File: config.mk
export PLATFORM = sky130hd
export DESIGN_NAME = pll_clock_synthesizer_ctrl
export DESIGN_NICKNAME = d
export VERILOG_FILES = /design/src/pll_synth_pkg.sv /design/src/synth_chan_if.sv /design/src/synth_out_channel.sv /design/src/pll_clock_synthesizer_ctrl.sv
export SDC_FILE = /design/constraint.sdc
export NUM_CORES = 1
export LEC_CHECK = 0
export BUFFER_PORTS_ARGS = -buffer_cell sky130_fd_sc_hd__buf_2
export CORE_UTILIZATION = 55
export CTS_CLUSTER_DIAMETER = 80
export DETAILED_ROUTE_END_ITERATION = 6
export PLACE_DENSITY = 0.73
export SYNTH_ARGS = -nofsm -noshare
export SYNTH_HDL_FRONTEND = slang
export SYNTH_SLANG_ARGS = --single-unit
File: constraint.sdc
create_clock -name ref_clk_in -period 24.4 [get_ports ref_clk_in]
set_clock_uncertainty 0.2 [all_clocks]
set_input_delay 1.22 -clock ref_clk_in [delete_from_list [all_inputs] [get_ports ref_clk_in]]
set_output_delay 1.22 -clock ref_clk_in [all_outputs]
set_load 0.01 [all_outputs]
File: src/pll_synth_pkg.sv
// pll_synth_pkg: register map, reset values, timing counts and helpers
// for the clock synthesizer control block.
// Assumes one 10 MHz system clock; all other clocks arrive as sampled pins.
package pll_synth_pkg;

  // system clock and reset pulse timing
  localparam int unsigned CLK_MHZ       = 10;
  localparam int unsigned RST_PULSE_NS  = 10;
  localparam int unsigned RST_PULSE_CYC =
    (RST_PULSE_NS * CLK_MHZ + 999) / 1000;

  // register indices
  localparam logic [3:0] A_CTRL     = 4'h0;
  localparam logic [3:0] A_MULT     = 4'h1;
  localparam logic [3:0] A_PREDIV   = 4'h2;
  localparam logic [3:0] A_POSTDIV  = 4'h3;
  localparam logic [3:0] A_DIV0     = 4'h4;
  localparam logic [3:0] A_DIV1     = 4'h5;
  localparam logic [3:0] A_DIV2     = 4'h6;
  localparam logic [3:0] A_STATUS   = 4'h7;
  localparam logic [3:0] A_IRQ_STAT = 4'h8;
  localparam logic [3:0] A_IRQ_MASK = 4'h9;

  // field positions
  localparam int unsigned CTRL_FB_LSB  = 0;
  localparam int unsigned CTRL_EN_LSB  = 2;
  localparam int unsigned ST_LOCKED    = 0;
  localparam int unsigned ST_CFG_ERR   = 1;
  localparam int unsigned ST_STALLED   = 2;
  localparam int unsigned ST_HELD      = 3;
  localparam int unsigned IRQ_GAINED   = 0;
  localparam int unsigned IRQ_LOST     = 1;
  localparam int unsigned IRQ_CFG      = 2;

  // values after reset
  localparam logic [1:0] RST_FB      = 2'h0;
  localparam logic [2:0] RST_OUT_EN  = 3'h1;
  localparam logic [7:0] RST_MULT    = 8'h01;
  localparam logic [3:0] RST_PREDIV  = 4'h1;
  localparam logic [1:0] RST_POSTDIV = 2'h1;
  localparam logic [7:0] RST_CDIV    = 8'h01;

  // lock detector and output accumulator counts
  localparam logic [3:0]  LOCK_PFD       = 4'h8;
  localparam logic [7:0]  STALL_CYC      = 8'h40;
  localparam logic [7:0]  PER_TOL        = 8'h02;
  localparam logic [20:0] MAX_FB_PRODUCT = 21'h0000FF;
  localparam logic [13:0] ACC_CAP        = 14'h1000;
  localparam logic [13:0] PHASE_SKEW     = 14'h0005;

  typedef enum logic [1:0] {FB_INTERNAL, FB_LOCAL, FB_FABRIC} fb_mode_t;
  typedef enum logic [1:0] {LK_HELD, LK_ACQUIRE, LK_LOCKED} lock_state_t;

  // post-divider code 0..3 stands for 1, 2, 4, 8
  function automatic logic [3:0] post_div_val(input logic [1:0] code);
    post_div_val = 4'h1 << code;
  endfunction

endpackage

File: src/synth_chan_if.sv
// synth_chan_if: controls from the synthesizer core to one output channel
// and the channel's clock back.
// Assumes both ends run on the same system clock.
interface synth_chan_if;
  logic        pfd_tick;
  logic        run;
  logic        aligned;
  logic        skip_delay;
  logic [7:0]  mult;
  logic [11:0] total;
  logic        clk;
  modport ctrl (output pfd_tick, run, aligned, skip_delay, mult, total,
                input clk);
  modport chan (input pfd_tick, run, aligned, skip_delay, mult, total,
                output clk);
endinterface

File: src/synth_out_channel.sv
// synth_out_channel: one synthesized output, a phase accumulator that
// toggles the clock at reference * M / (N * O * C).
// Assumes pfd_tick is a one-cycle pulse on the system clock.
module synth_out_channel (
  input wire logic   ref_clk_in,
  input wire logic   srst_in,
  synth_chan_if.chan ch
);
  typedef struct packed {
    logic [13:0] acc;
    logic        lvl;
    logic        dly;
    logic        out;
  } chan_state_t;

  chan_state_t q;
  chan_state_t d;
  logic [13:0] sum;

  // accumulate 2M per detector tick, drain O*C per toggle
  always_comb begin
    d   = q;
    sum = q.acc;
    if (!ch.run) begin
      d.acc = ch.aligned ? '0 : pll_synth_pkg::PHASE_SKEW;
      d.lvl = 1'b0;
      d.dly = 1'b0;
      d.out = 1'b0;
    end else begin
      if (ch.pfd_tick && q.acc < pll_synth_pkg::ACC_CAP)
        sum = q.acc + {5'h00, ch.mult, 1'b0};
      if (sum >= {2'h0, ch.total}) begin
        sum   = sum - {2'h0, ch.total};
        d.lvl = ~q.lvl;
      end
      d.acc = sum;
      d.dly = d.lvl;
      // fabric feedback removes the insertion stage
      d.out = ch.skip_delay ? d.lvl : q.dly;
    end
  end

  always_ff @(posedge ref_clk_in) begin
    if (srst_in)
      q <= '0;
    else
      q <= d;
  end

  assign ch.clk = q.out;
endmodule

File: src/pll_clock_synthesizer_ctrl.sv
// pll_clock_synthesizer_ctrl: control and status of a clock synthesizer:
// reference select, reset, lock detect, three divided clock outputs.
// Assumes reference, feedback, select and reset pins are asynchronous and
// that software configures it through a plain register port.
module pll_clock_synthesizer_ctrl #(
  parameter int unsigned DW = 16
) (
  input  wire logic          ref_clk_in,
  input  wire logic          srst_in,
  input  wire logic [3:0]    reference_clock_inputs_in,
  input  wire logic [1:0]    reference_source_select_in,
  input  wire logic          synth_reset_low_in,
  input  wire logic          fabric_feedback_clock_in,
  input  wire logic [3:0]    addr_in,
  input  wire logic [DW-1:0] wdata_in,
  input  wire logic          wr_in,
  input  wire logic          rd_in,
  output logic      [DW-1:0] rdata_out,
  output logic               synth_clock_out_0,
  output logic               synth_clock_out_1,
  output logic               synth_clock_out_2,
  output logic               clocks_valid_out,
  output logic               locked_out,
  output logic               irq_out
);
  typedef struct packed {
    // software settings
    logic [1:0]      fb_mode;
    logic [2:0]      out_en;
    logic [7:0]      mult;
    logic [3:0]      prediv;
    logic [1:0]      postdiv;
    logic [2:0][7:0] cdiv;
    // settings in force, taken while held in reset
    logic [1:0]      a_fb;
    logic [2:0]      a_en;
    logic [7:0]      a_mult;
    logic [3:0]      a_prediv;
    logic [1:0]      a_post;
    logic [2:0][7:0] a_cdiv;
    logic            cfg_err;
    // interrupt registers and read data
    logic [2:0]      irq_stat;
    logic [2:0]      irq_mask;
    logic [DW-1:0]   rdata;
    // pin synchronisers
    logic [3:0]      ref_s1;
    logic [3:0]      ref_s2;
    logic [1:0]      sel_s1;
    logic [1:0]      sel_s2;
    logic            rst_s1;
    logic            rst_s2;
    logic            fb_s1;
    logic            fb_s2;
    logic            ref_prev;
    logic            fb_prev;
    // phase detector divider and lock detector
    logic [3:0]      pfd_cnt;
    logic            pfd_tick;
    pll_synth_pkg::lock_state_t lk;
    logic [3:0]      lock_cnt;
    logic [7:0]      gap;
    logic [7:0]      last_per;
    logic            per_ok;
    logic [7:0]      fb_gap;
    logic            fb_seen;
    logic            valid;
  } ctrl_state_t;

  ctrl_state_t q;
  ctrl_state_t d;

  logic        ref_lvl;
  logic        ref_edge;
  logic        fb_edge;
  logic        held;
  logic        stalled;
  logic        mismatch;
  logic        fb_lost;
  logic        cfg_ok;
  logic [7:0]  period;
  logic [7:0]  diff;
  logic [20:0] fb_product;
  logic [2:0]  ev;

  // true when more than one output is switched on
  function automatic logic several_on(input logic [2:0] en);
    several_on = (en[0] & en[1]) | (en[0] & en[2]) | (en[1] & en[2]);
  endfunction

  // output divider C for a register value of C - 1
  function automatic logic [8:0] cdiv_val(input logic [7:0] v);
    cdiv_val = {1'b0, v} + 9'h001;
  endfunction

  // the whole control state as one next-state computation
  always_comb begin
    d       = q;
    d.rdata = '0;
    ev      = 3'h0;

    // two-flop synchronisers for every asynchronous pin
    d.ref_s1 = reference_clock_inputs_in;
    d.ref_s2 = q.ref_s1;
    d.sel_s1 = reference_source_select_in;
    d.sel_s2 = q.sel_s1;
    d.rst_s1 = synth_reset_low_in;
    d.rst_s2 = q.rst_s1;
    d.fb_s1  = fabric_feedback_clock_in;
    d.fb_s2  = q.fb_s1;

    // selected reference and its rising edges
    ref_lvl   = q.ref_s2[q.sel_s2];
    d.ref_prev = ref_lvl;
    ref_edge  = ref_lvl & ~q.ref_prev;
    d.fb_prev = q.fb_s2;
    fb_edge   = q.fb_s2 & ~q.fb_prev;
    held      = ~q.rst_s2;

    // settings check on the software copy
    fb_product = 21'(q.mult) *
                 21'(pll_synth_pkg::post_div_val(q.postdiv)) *
                 21'(cdiv_val(q.cdiv[0]));
    cfg_ok = (q.mult != 8'h00) && (q.prediv != 4'h0);
    if (q.fb_mode > 2'(pll_synth_pkg::FB_FABRIC))
      cfg_ok = 1'b0;
    if (several_on(q.out_en) && q.postdiv == 2'h0)
      cfg_ok = 1'b0;
    if (q.fb_mode != 2'(pll_synth_pkg::FB_INTERNAL) &&
        fb_product > pll_synth_pkg::MAX_FB_PRODUCT)
      cfg_ok = 1'b0;

    // reference period watch: a long gap means a stopped reference
    stalled  = q.gap >= pll_synth_pkg::STALL_CYC;
    period   = (q.gap == 8'hFF) ? q.gap : q.gap + 8'h01;
    diff     = (period > q.last_per) ? period - q.last_per
                                     : q.last_per - period;
    mismatch = ref_edge && q.per_ok && !stalled &&
               diff > pll_synth_pkg::PER_TOL;
    fb_lost  = q.a_fb == 2'(pll_synth_pkg::FB_FABRIC) && !stalled &&
               q.fb_gap >= pll_synth_pkg::STALL_CYC;
    d.gap    = (q.gap == 8'hFF) ? q.gap : q.gap + 8'h01;
    d.fb_gap = (q.fb_gap == 8'hFF) ? q.fb_gap : q.fb_gap + 8'h01;
    if (fb_edge) begin
      d.fb_gap  = 8'h00;
      d.fb_seen = 1'b1;
    end
    if (ref_edge) begin
      d.gap      = 8'h00;
      d.last_per = period;
      d.per_ok   = ~stalled;  // first edge after a stop is discarded
    end

    // register writes
    if (wr_in) begin
      unique case (addr_in)
        pll_synth_pkg::A_CTRL: begin
          d.fb_mode = wdata_in[pll_synth_pkg::CTRL_FB_LSB +: 2];
          d.out_en  = wdata_in[pll_synth_pkg::CTRL_EN_LSB +: 3];
        end
        pll_synth_pkg::A_MULT:     d.mult     = wdata_in[7:0];
        pll_synth_pkg::A_PREDIV:   d.prediv   = wdata_in[3:0];
        pll_synth_pkg::A_POSTDIV:  d.postdiv  = wdata_in[1:0];
        pll_synth_pkg::A_DIV0:     d.cdiv[0]  = wdata_in[7:0];
        pll_synth_pkg::A_DIV1:     d.cdiv[1]  = wdata_in[7:0];
        pll_synth_pkg::A_DIV2:     d.cdiv[2]  = wdata_in[7:0];
        pll_synth_pkg::A_IRQ_STAT: d.irq_stat = q.irq_stat & ~wdata_in[2:0];
        pll_synth_pkg::A_IRQ_MASK: d.irq_mask = wdata_in[2:0];
        default: ;
      endcase
    end

    // phase detector divider and lock state
    d.pfd_tick = 1'b0;
    if (held) begin
      // settings are taken only while held, so a running loop never
      // sees a half-written configuration
      d.a_fb     = q.fb_mode;
      d.a_en     = q.out_en;
      d.a_mult   = q.mult;
      d.a_prediv = q.prediv;
      d.a_post   = q.postdiv;
      d.a_cdiv   = q.cdiv;
      d.cfg_err  = ~cfg_ok;
      d.pfd_cnt  = 4'h0;
      d.lock_cnt = 4'h0;
      d.fb_seen  = 1'b0;
      d.per_ok   = 1'b0;
      d.valid    = 1'b0;
      d.lk       = pll_synth_pkg::LK_HELD;
    end else begin
      d.valid = ~q.cfg_err;
      if (ref_edge && !q.cfg_err) begin
        // detector rate is reference over N
        if (q.pfd_cnt + 4'h1 >= q.a_prediv) begin
          d.pfd_cnt  = 4'h0;
          d.pfd_tick = 1'b1;
        end else begin
          d.pfd_cnt = q.pfd_cnt + 4'h1;
        end
      end
      unique case (q.lk)
        pll_synth_pkg::LK_HELD: begin
          d.lk = pll_synth_pkg::LK_ACQUIRE;
          if (q.cfg_err)
            ev[pll_synth_pkg::IRQ_CFG] = 1'b1;
        end
        pll_synth_pkg::LK_ACQUIRE: begin
          if (mismatch) begin
            d.lock_cnt = 4'h0;
          end else if (q.pfd_tick && !q.cfg_err) begin
            // fabric feedback must be toggling to count toward lock
            d.fb_seen = fb_edge;
            if (q.a_fb == 2'(pll_synth_pkg::FB_FABRIC) && !q.fb_seen) begin
              d.lock_cnt = 4'h0;
            end else if (q.lock_cnt + 4'h1 >= pll_synth_pkg::LOCK_PFD) begin
              d.lk = pll_synth_pkg::LK_LOCKED;
              ev[pll_synth_pkg::IRQ_GAINED] = 1'b1;
            end else begin
              d.lock_cnt = q.lock_cnt + 4'h1;
            end
          end
        end
        pll_synth_pkg::LK_LOCKED: begin
          // a stopped reference leaves the state alone
          if (mismatch || fb_lost) begin
            d.lk       = pll_synth_pkg::LK_ACQUIRE;
            d.lock_cnt = 4'h0;
            d.fb_seen  = 1'b0;
            ev[pll_synth_pkg::IRQ_LOST] = 1'b1;
          end
        end
      endcase
    end

    // sticky events, a set in the clearing cycle wins
    d.irq_stat = d.irq_stat | ev;

    // read data stands in the cycle after the strobe
    if (rd_in) begin
      unique case (addr_in)
        pll_synth_pkg::A_CTRL: begin
          d.rdata[pll_synth_pkg::CTRL_FB_LSB +: 2] = q.fb_mode;
          d.rdata[pll_synth_pkg::CTRL_EN_LSB +: 3] = q.out_en;
        end
        pll_synth_pkg::A_MULT:    d.rdata[7:0] = q.mult;
        pll_synth_pkg::A_PREDIV:  d.rdata[3:0] = q.prediv;
        pll_synth_pkg::A_POSTDIV: d.rdata[1:0] = q.postdiv;
        pll_synth_pkg::A_DIV0:    d.rdata[7:0] = q.cdiv[0];
        pll_synth_pkg::A_DIV1:    d.rdata[7:0] = q.cdiv[1];
        pll_synth_pkg::A_DIV2:    d.rdata[7:0] = q.cdiv[2];
        pll_synth_pkg::A_STATUS: begin
          d.rdata[pll_synth_pkg::ST_LOCKED] =
            q.lk == pll_synth_pkg::LK_LOCKED;
          d.rdata[pll_synth_pkg::ST_CFG_ERR] = q.cfg_err;
          d.rdata[pll_synth_pkg::ST_STALLED] = stalled;
          d.rdata[pll_synth_pkg::ST_HELD]    = held;
        end
        pll_synth_pkg::A_IRQ_STAT: d.rdata[2:0] = q.irq_stat;
        pll_synth_pkg::A_IRQ_MASK: d.rdata[2:0] = q.irq_mask;
        default: ;
      endcase
    end
  end

  // state register, settings return to their defaults on system reset
  always_ff @(posedge ref_clk_in) begin
    if (srst_in) begin
      q          <= '0;
      q.fb_mode  <= pll_synth_pkg::RST_FB;
      q.out_en   <= pll_synth_pkg::RST_OUT_EN;
      q.mult     <= pll_synth_pkg::RST_MULT;
      q.prediv   <= pll_synth_pkg::RST_PREDIV;
      q.postdiv  <= pll_synth_pkg::RST_POSTDIV;
      q.cdiv     <= {3{pll_synth_pkg::RST_CDIV}};
      q.a_mult   <= pll_synth_pkg::RST_MULT;
      q.a_prediv <= pll_synth_pkg::RST_PREDIV;
      q.a_post   <= pll_synth_pkg::RST_POSTDIV;
      q.a_cdiv   <= {3{pll_synth_pkg::RST_CDIV}};
      q.lk       <= pll_synth_pkg::LK_HELD;
    end else begin
      q <= d;
    end
  end

  // three output channels sharing the detector tick
  logic [2:0] clk_k;
  for (genvar k = 0; k < 3; k++) begin : g_out
    synth_chan_if ch ();
    assign ch.pfd_tick   = q.pfd_tick;
    assign ch.run        = q.valid & q.a_en[k];
    assign ch.aligned    = q.a_fb != 2'(pll_synth_pkg::FB_INTERNAL);
    assign ch.skip_delay = q.a_fb == 2'(pll_synth_pkg::FB_FABRIC);
    assign ch.mult       = q.a_mult;
    assign ch.total      =
      12'(pll_synth_pkg::post_div_val(q.a_post)) *
      12'(cdiv_val(q.a_cdiv[k]));
    assign clk_k[k]      = ch.clk;

    synth_out_channel u_chan (
      .ref_clk_in (ref_clk_in),
      .srst_in    (srst_in),
      .ch         (ch)
    );
  end

  // outputs: clocks, valid and read data straight from flip-flops, lock and irq decoded from them
  assign synth_clock_out_0 = clk_k[0];
  assign synth_clock_out_1 = clk_k[1];
  assign synth_clock_out_2 = clk_k[2];
  assign clocks_valid_out  = q.valid;
  assign locked_out        = q.lk == pll_synth_pkg::LK_LOCKED;
  assign rdata_out         = q.rdata;
  assign irq_out           = |(q.irq_stat & q.irq_mask);
endmodule

# == Word level (Yosys, flattened, before mapping) ==
# Cells that the tools add are included.
# classes
addsub,16
multipliers,5
magnitude_cmp,15
eq_ne,21
shift,2
muxes,61
bitwise,28
n_reduce_logical,45
# op_table
op,count
14-bit 2-to-1 mux,9
17-bit 2-to-1 mux,3
14-bit by 9-bit adder with 14-bit output,3
14-bit by 12-bit greater-or-equal comparator with 1-bit output,3
"14-bit by 13-bit less-than comparator with 1-bit output, second input constant",3
14-bit by 12-bit subtractor with 14-bit output,3
"8-bit by 1-bit adder with 9-bit output, second input constant",4
4-bit by 9-bit multiplier with 12-bit output,3
1-bit 2-to-1 mux,24
"21-bit by 8-bit > comparator with 1-bit output, second input constant",1
12-bit by 9-bit multiplier with 21-bit output,1
2-bit one-hot mux with 10 select lines,1
6-bit 2-to-1 mux,3
"8-bit by 1-bit adder with 8-bit output, second input constant",2
"4-bit by 3-bit == test with 1-bit output, second input constant",4
"8-bit == test, second input constant",2
"8-bit by 7-bit greater-or-equal comparator with 1-bit output, second input constant",2
4-bit 2-to-1 mux,4
8-bit 2-to-1 mux,2
2-bit AND reduction,8
8-bit subtractor,2
1-bit logical AND,14
1-bit inverter,14
2-bit OR reduction,7
43 further kinds,71
# word_totals
regBits,213
inputBits,32
out_inout_bits,22
wordCells,243

# == Logic depth before layout (Yosys ltp) ==
# logic_depth
ltp_word,11
depth_mapped,33
mapped_depth_nobuf,33

# == By module ==
# From an unflattened synthesis, not the netlist that was laid out.
# hier_totals
hier_cells,2511
area_unflattened_um2,20719.9
# by_module_without_submodules
module,n_inst,cells_each,area_per_inst_um2,seq_area_each_um2
pll_clock_synthesizer_ctrl,1,1786,14965.6,3143.0
synth_out_channel (g_out[0].u_chan ...),2,245,1965.6,320.3
synth_out_channel (g_out[2].u_chan),1,235,1823.0,320.3

# == Least setup slack after synthesis ==
# OpenSTA, ideal clock, no wires.
# synth_path
path_kind,register to register
start,register q[147] (netlist bit)
end,register q[78] (netlist bit)
setup_time_ps,129
arrival_time_ps,7715
required_time_ps,24071
setup_slack_ps,16356
path_stages_with_launch,32
n_path_buf,1
synth_period_minus_slack_ps,8044
cell_sequence,dfxtp_1 clkbuf_1 nand3_1 fa_1 inv_1 fa_1 ha_1 a21o_1 a21oi_1 o21bai_1 a21oi_1 o21bai_1 a21oi_1 nor3_1 nor4_2 or2_2 fa_1 inv_1 fa_1 fa_1 inv_1 fa_1 inv_1 ha_1 nand3_1 inv_1 a2111oi_0 o41ai_1 xor2_1 a2111oi_0 o211a_1 a31oi_1
# synth_via
elab_chain_len,7
word_cells_on_any_way,10
cone_classes,mul (2); order compare (1); shift (1); mux (2); bitwise (1); reduce/logical (3)
# synth_lines
element,line,text
from (decl),pll_clock_synthesizer_ctrl.sv:70,ctrl_state_t q;
1-bit by 2-bit << shifter with 4-bit output,pll_synth_pkg.sv:56,post_div_val = 4'h1 << code;
8-bit by 4-bit multiplier with 12-bit output,pll_clock_synthesizer_ctrl.sv:121,fb_product = 21'(q.mult) *
12-bit by 9-bit multiplier with 21-bit output,pll_clock_synthesizer_ctrl.sv:122,21'(pll_synth_pkg::post_div_val(q.postdiv)) *
21-bit by 8-bit > comparator with 1-bit output,pll_clock_synthesizer_ctrl.sv:130,fb_product > pll_synth_pkg::MAX_FB_PRODUCT)
1-bit logical AND,pll_clock_synthesizer_ctrl.sv:129,if (q.fb_mode != 2'(pll_synth_pkg::FB_INTERNAL) &&
1-bit 2-to-1 mux (*),pll_clock_synthesizer_ctrl.sv:129,
1-bit inverter (*),pll_clock_synthesizer_ctrl.sv:184,d.cfg_err = ~cfg_ok;
# Every way passes the cells marked *; elsewhere a longest branch is shown, timed or not.
# A chain may end at the register's enable or synchronous reset.

# == Worst setup path in the final report ==
# Ends and elaborated chain as after synthesis.

==> impl_metrics.tcl <==
set metrics [dict create \
    status "completed" \
    r2r_end "q[78]" \
    drt_wl_total_mm 46.43 \
    portBuffers 37 \
    grt_overflow 0 \
    grt_max_degree 90 \
    r2r_cells 31 \
    synth-seq-cells 205 \
    cts_resized 0 \
    yosysWarnings 0 \
    routedWlPerCell_um 15.94 \
    min_period_over_period 0.3938 \
    p_total_mw 0.8509 \
    r2r_start "q[147]" \
    drt-pass1-iter-count 6 \
    dieHeight_um 191.9 \
    start_kind "flop" \
    dieArea_mm2 0.03683 \
    period_needed_ns 9.610 \
    tightest_slew_ns 0.9833 \
    grt_pass1_vias 16251 \
    mostFrequentLayoutCell "nor2_1" \
    drt_iter0_drc 1131 \
    numCtsBuffers 24 \
    synth_area_per_cell_um2 8.093 \
    viasPerCell 5.683 \
    worstSetupEndpoint "q[78]" \
    p_leak_nw 9.673 \
    cts_setup_buffers 0 \
    fin_util 0.5941 \
    hold_path.class "flop to flop" \
    peakVddDrop_mv 0.04356 \
    crit_top_cell "fa_1" \
    rrSetupSlack_ns 14.79 \
    syn-instance-count 2451 \
    worstPathArrival_ns 9.81 \
    drc_errors 0 \
    ys_seq_area_frac 0.2069 \
    p_per_area_mw_per_mm2 40.27 \
    grt_pass1_wl_mm 77.58 \
    numClockSinks 205 \
    area_delta_synth_final_pct 6.529 \
    worstSkewPairLatency_ns 0.53 \
    fmax_ghz 0.1041 \
    detail-route-antenna-nets 0 \
    relSlewSlack 0.3422 \
    finalWorstSetupSlack_ns 14.79 \
    maxCapViolCount 0 \
    synth-edff-count 0 \
    rsz0062_at_grt "no" \
    holdBufCountCts 0 \
    final_hold_viol_count 0 \
    initial_core_util 0.5577 \
    h-tree-depth 1 \
    slowest_delay_ns 0.77 \
    ys_types 86 \
    slowest_stage "nor4_2" \
    synthArstFlopShare 0 \
    dpl.hpwl_mm 36.18 \
    nets 2788 \
    place_congestion 0.8813 \
    path_class "flop to flop" \
    cts_tree "built" \
    cp_max_fo 14 \
    cts_root_buf "clkbuf_16" \
    rows 69 \
    setup_tns_ns 0 \
    num_vias 16554 \
    coreArea_mm2 0.03557 \
    synthFlopType "dfxtp_1" \
    drv_slew 0 \
    clock_path_buffers 3 \
    grt_use_total 0.2582 \
    endpoint_kind "flop" \
    ioPinCount 54 \
    die_width_um 191.9 \
    antenna_found_initial 2 \
    layout_common_cells "nor2_1 (272), inv_1 (250), nand2_1 (250)" \
    drive_gt1_frac 0.05472 \
    path_clk_slew_ns 0.06 \
    worst-endpoint-required_ns 24.60 \
    place_ws_ns 14.93 \
    startpoint "q[147]" \
    syn_area_mm2 0.01984 \
    setup_viol 0 \
]
## cell families after synthesis
logic type,share of synthesized area
and+or+nand+nor,0.2231
xor gates and xnor gates,0.05652
buffers and inverters,0.07077
AOI/OAI and AO/OA,0.1363
adders and majority gates,0.2559
DFF,0.2069
other,0.0001891
muxes,0.05046
## where the power goes
group          switching, mW  total [mW]  internal [mW]
combinational         0.0707       0.122         0.0511
clock                  0.148       0.383          0.235
sequential           0.00584       0.346          0.340
total                  0.225       0.851          0.626
## flip-flops by register name, indices dropped and copies added, names as in the netlist
register             count
clocks_valid_out         1
d                        9
g_out.ch.mult            8
g_out.ch.pfd_tick        1
g_out.u_chan.ch.clk      3
g_out.u_chan.q          45
q                      130
rdata_out                8
## cell usage after synthesis, types with 19 or more instances
cell type    n  area share
nand4_1     23      0.0073
inv_1      250       0.047
and3_1      26      0.0082
dfxtp_1    205        0.21
nor3_1      39      0.0098
nand2_1    250       0.047
o21ai_0     86       0.022
mux2i_1     91       0.046
a21oi_1    127       0.032
nand2b_1    43       0.014
nand3_1     75       0.019
clkbuf_1    70       0.013
xnor2_1     78       0.034
nor2_1     272       0.051
a21o_1      38       0.014
xor2_1      50       0.022
fa_1       133        0.13
nor2b_1     75       0.024
and2_1      51       0.016
o21bai_1    19      0.0072
ha_1       192        0.12
## worst min-delay path by stage
stage | slack, ns | cells past startpoint | end | start
after floorplan | 0.21 | 1 | d[38] | d[40]
after global placement | 0.22 | 1 | q[50] | d[50]
after detailed placement | 0.23 | 1 | q[45] | d[45]
after CTS | 0.23 | 1 | q[48] | d[48]
after global routing | 0.26 | 1 | q[48] | d[48]
final | 0.23 | 1 | q[48] | d[48]
## routing by layer
| metal | GRT usage | routed length (um) | vias up |
|---|---|---|---|
| li1 | - | - | 8174 |
| met1 | 0.3413 | 20800 | 7863 |
| met2 | 0.4382 | 21780 | 426 |
| met3 | 0.02942 | 2523 | 91 |
| met4 | 0.08211 | 1324 | 0 |
| met5 | 0 | 0 | - |
## final cells by class
cell class              instances  area [um2]
diodes                          3       7.507
clock buffers                  31       656.9
clock inverters                13       193.9
fillers                      3130       14440
inverters                     252       945.9
multi-input cells            1899       14370
flip-flops and latches        205        4105
well taps                     461       576.8
repair buffers                 49       277.8
## worst max-delay path: cells and delay by family, from the launching register on
kind	cells	cell delay [ns]
buffers and inverters	5	0.31
AO/OA/AOI/OAI	11	2.60
adder cells (fa/ha/maj)	8	3.58
flip-flops	1	0.69
AND/OR/NAND/NOR	6	1.90
XOR/XNOR	1	0.17
## through the flow
step                      hold WS [ns]  instances  cell area, um2
after global placement          0.2205       2866           20270
after detailed placement        0.2301       2866           20270
after global routing            0.2591       2912           21130
final                           0.2297       2913           21130
after floorplan                 0.2138       2458           19860
after CTS                       0.2270       2910           21120
No activity file was read; power rests on OpenSTA's default activity.
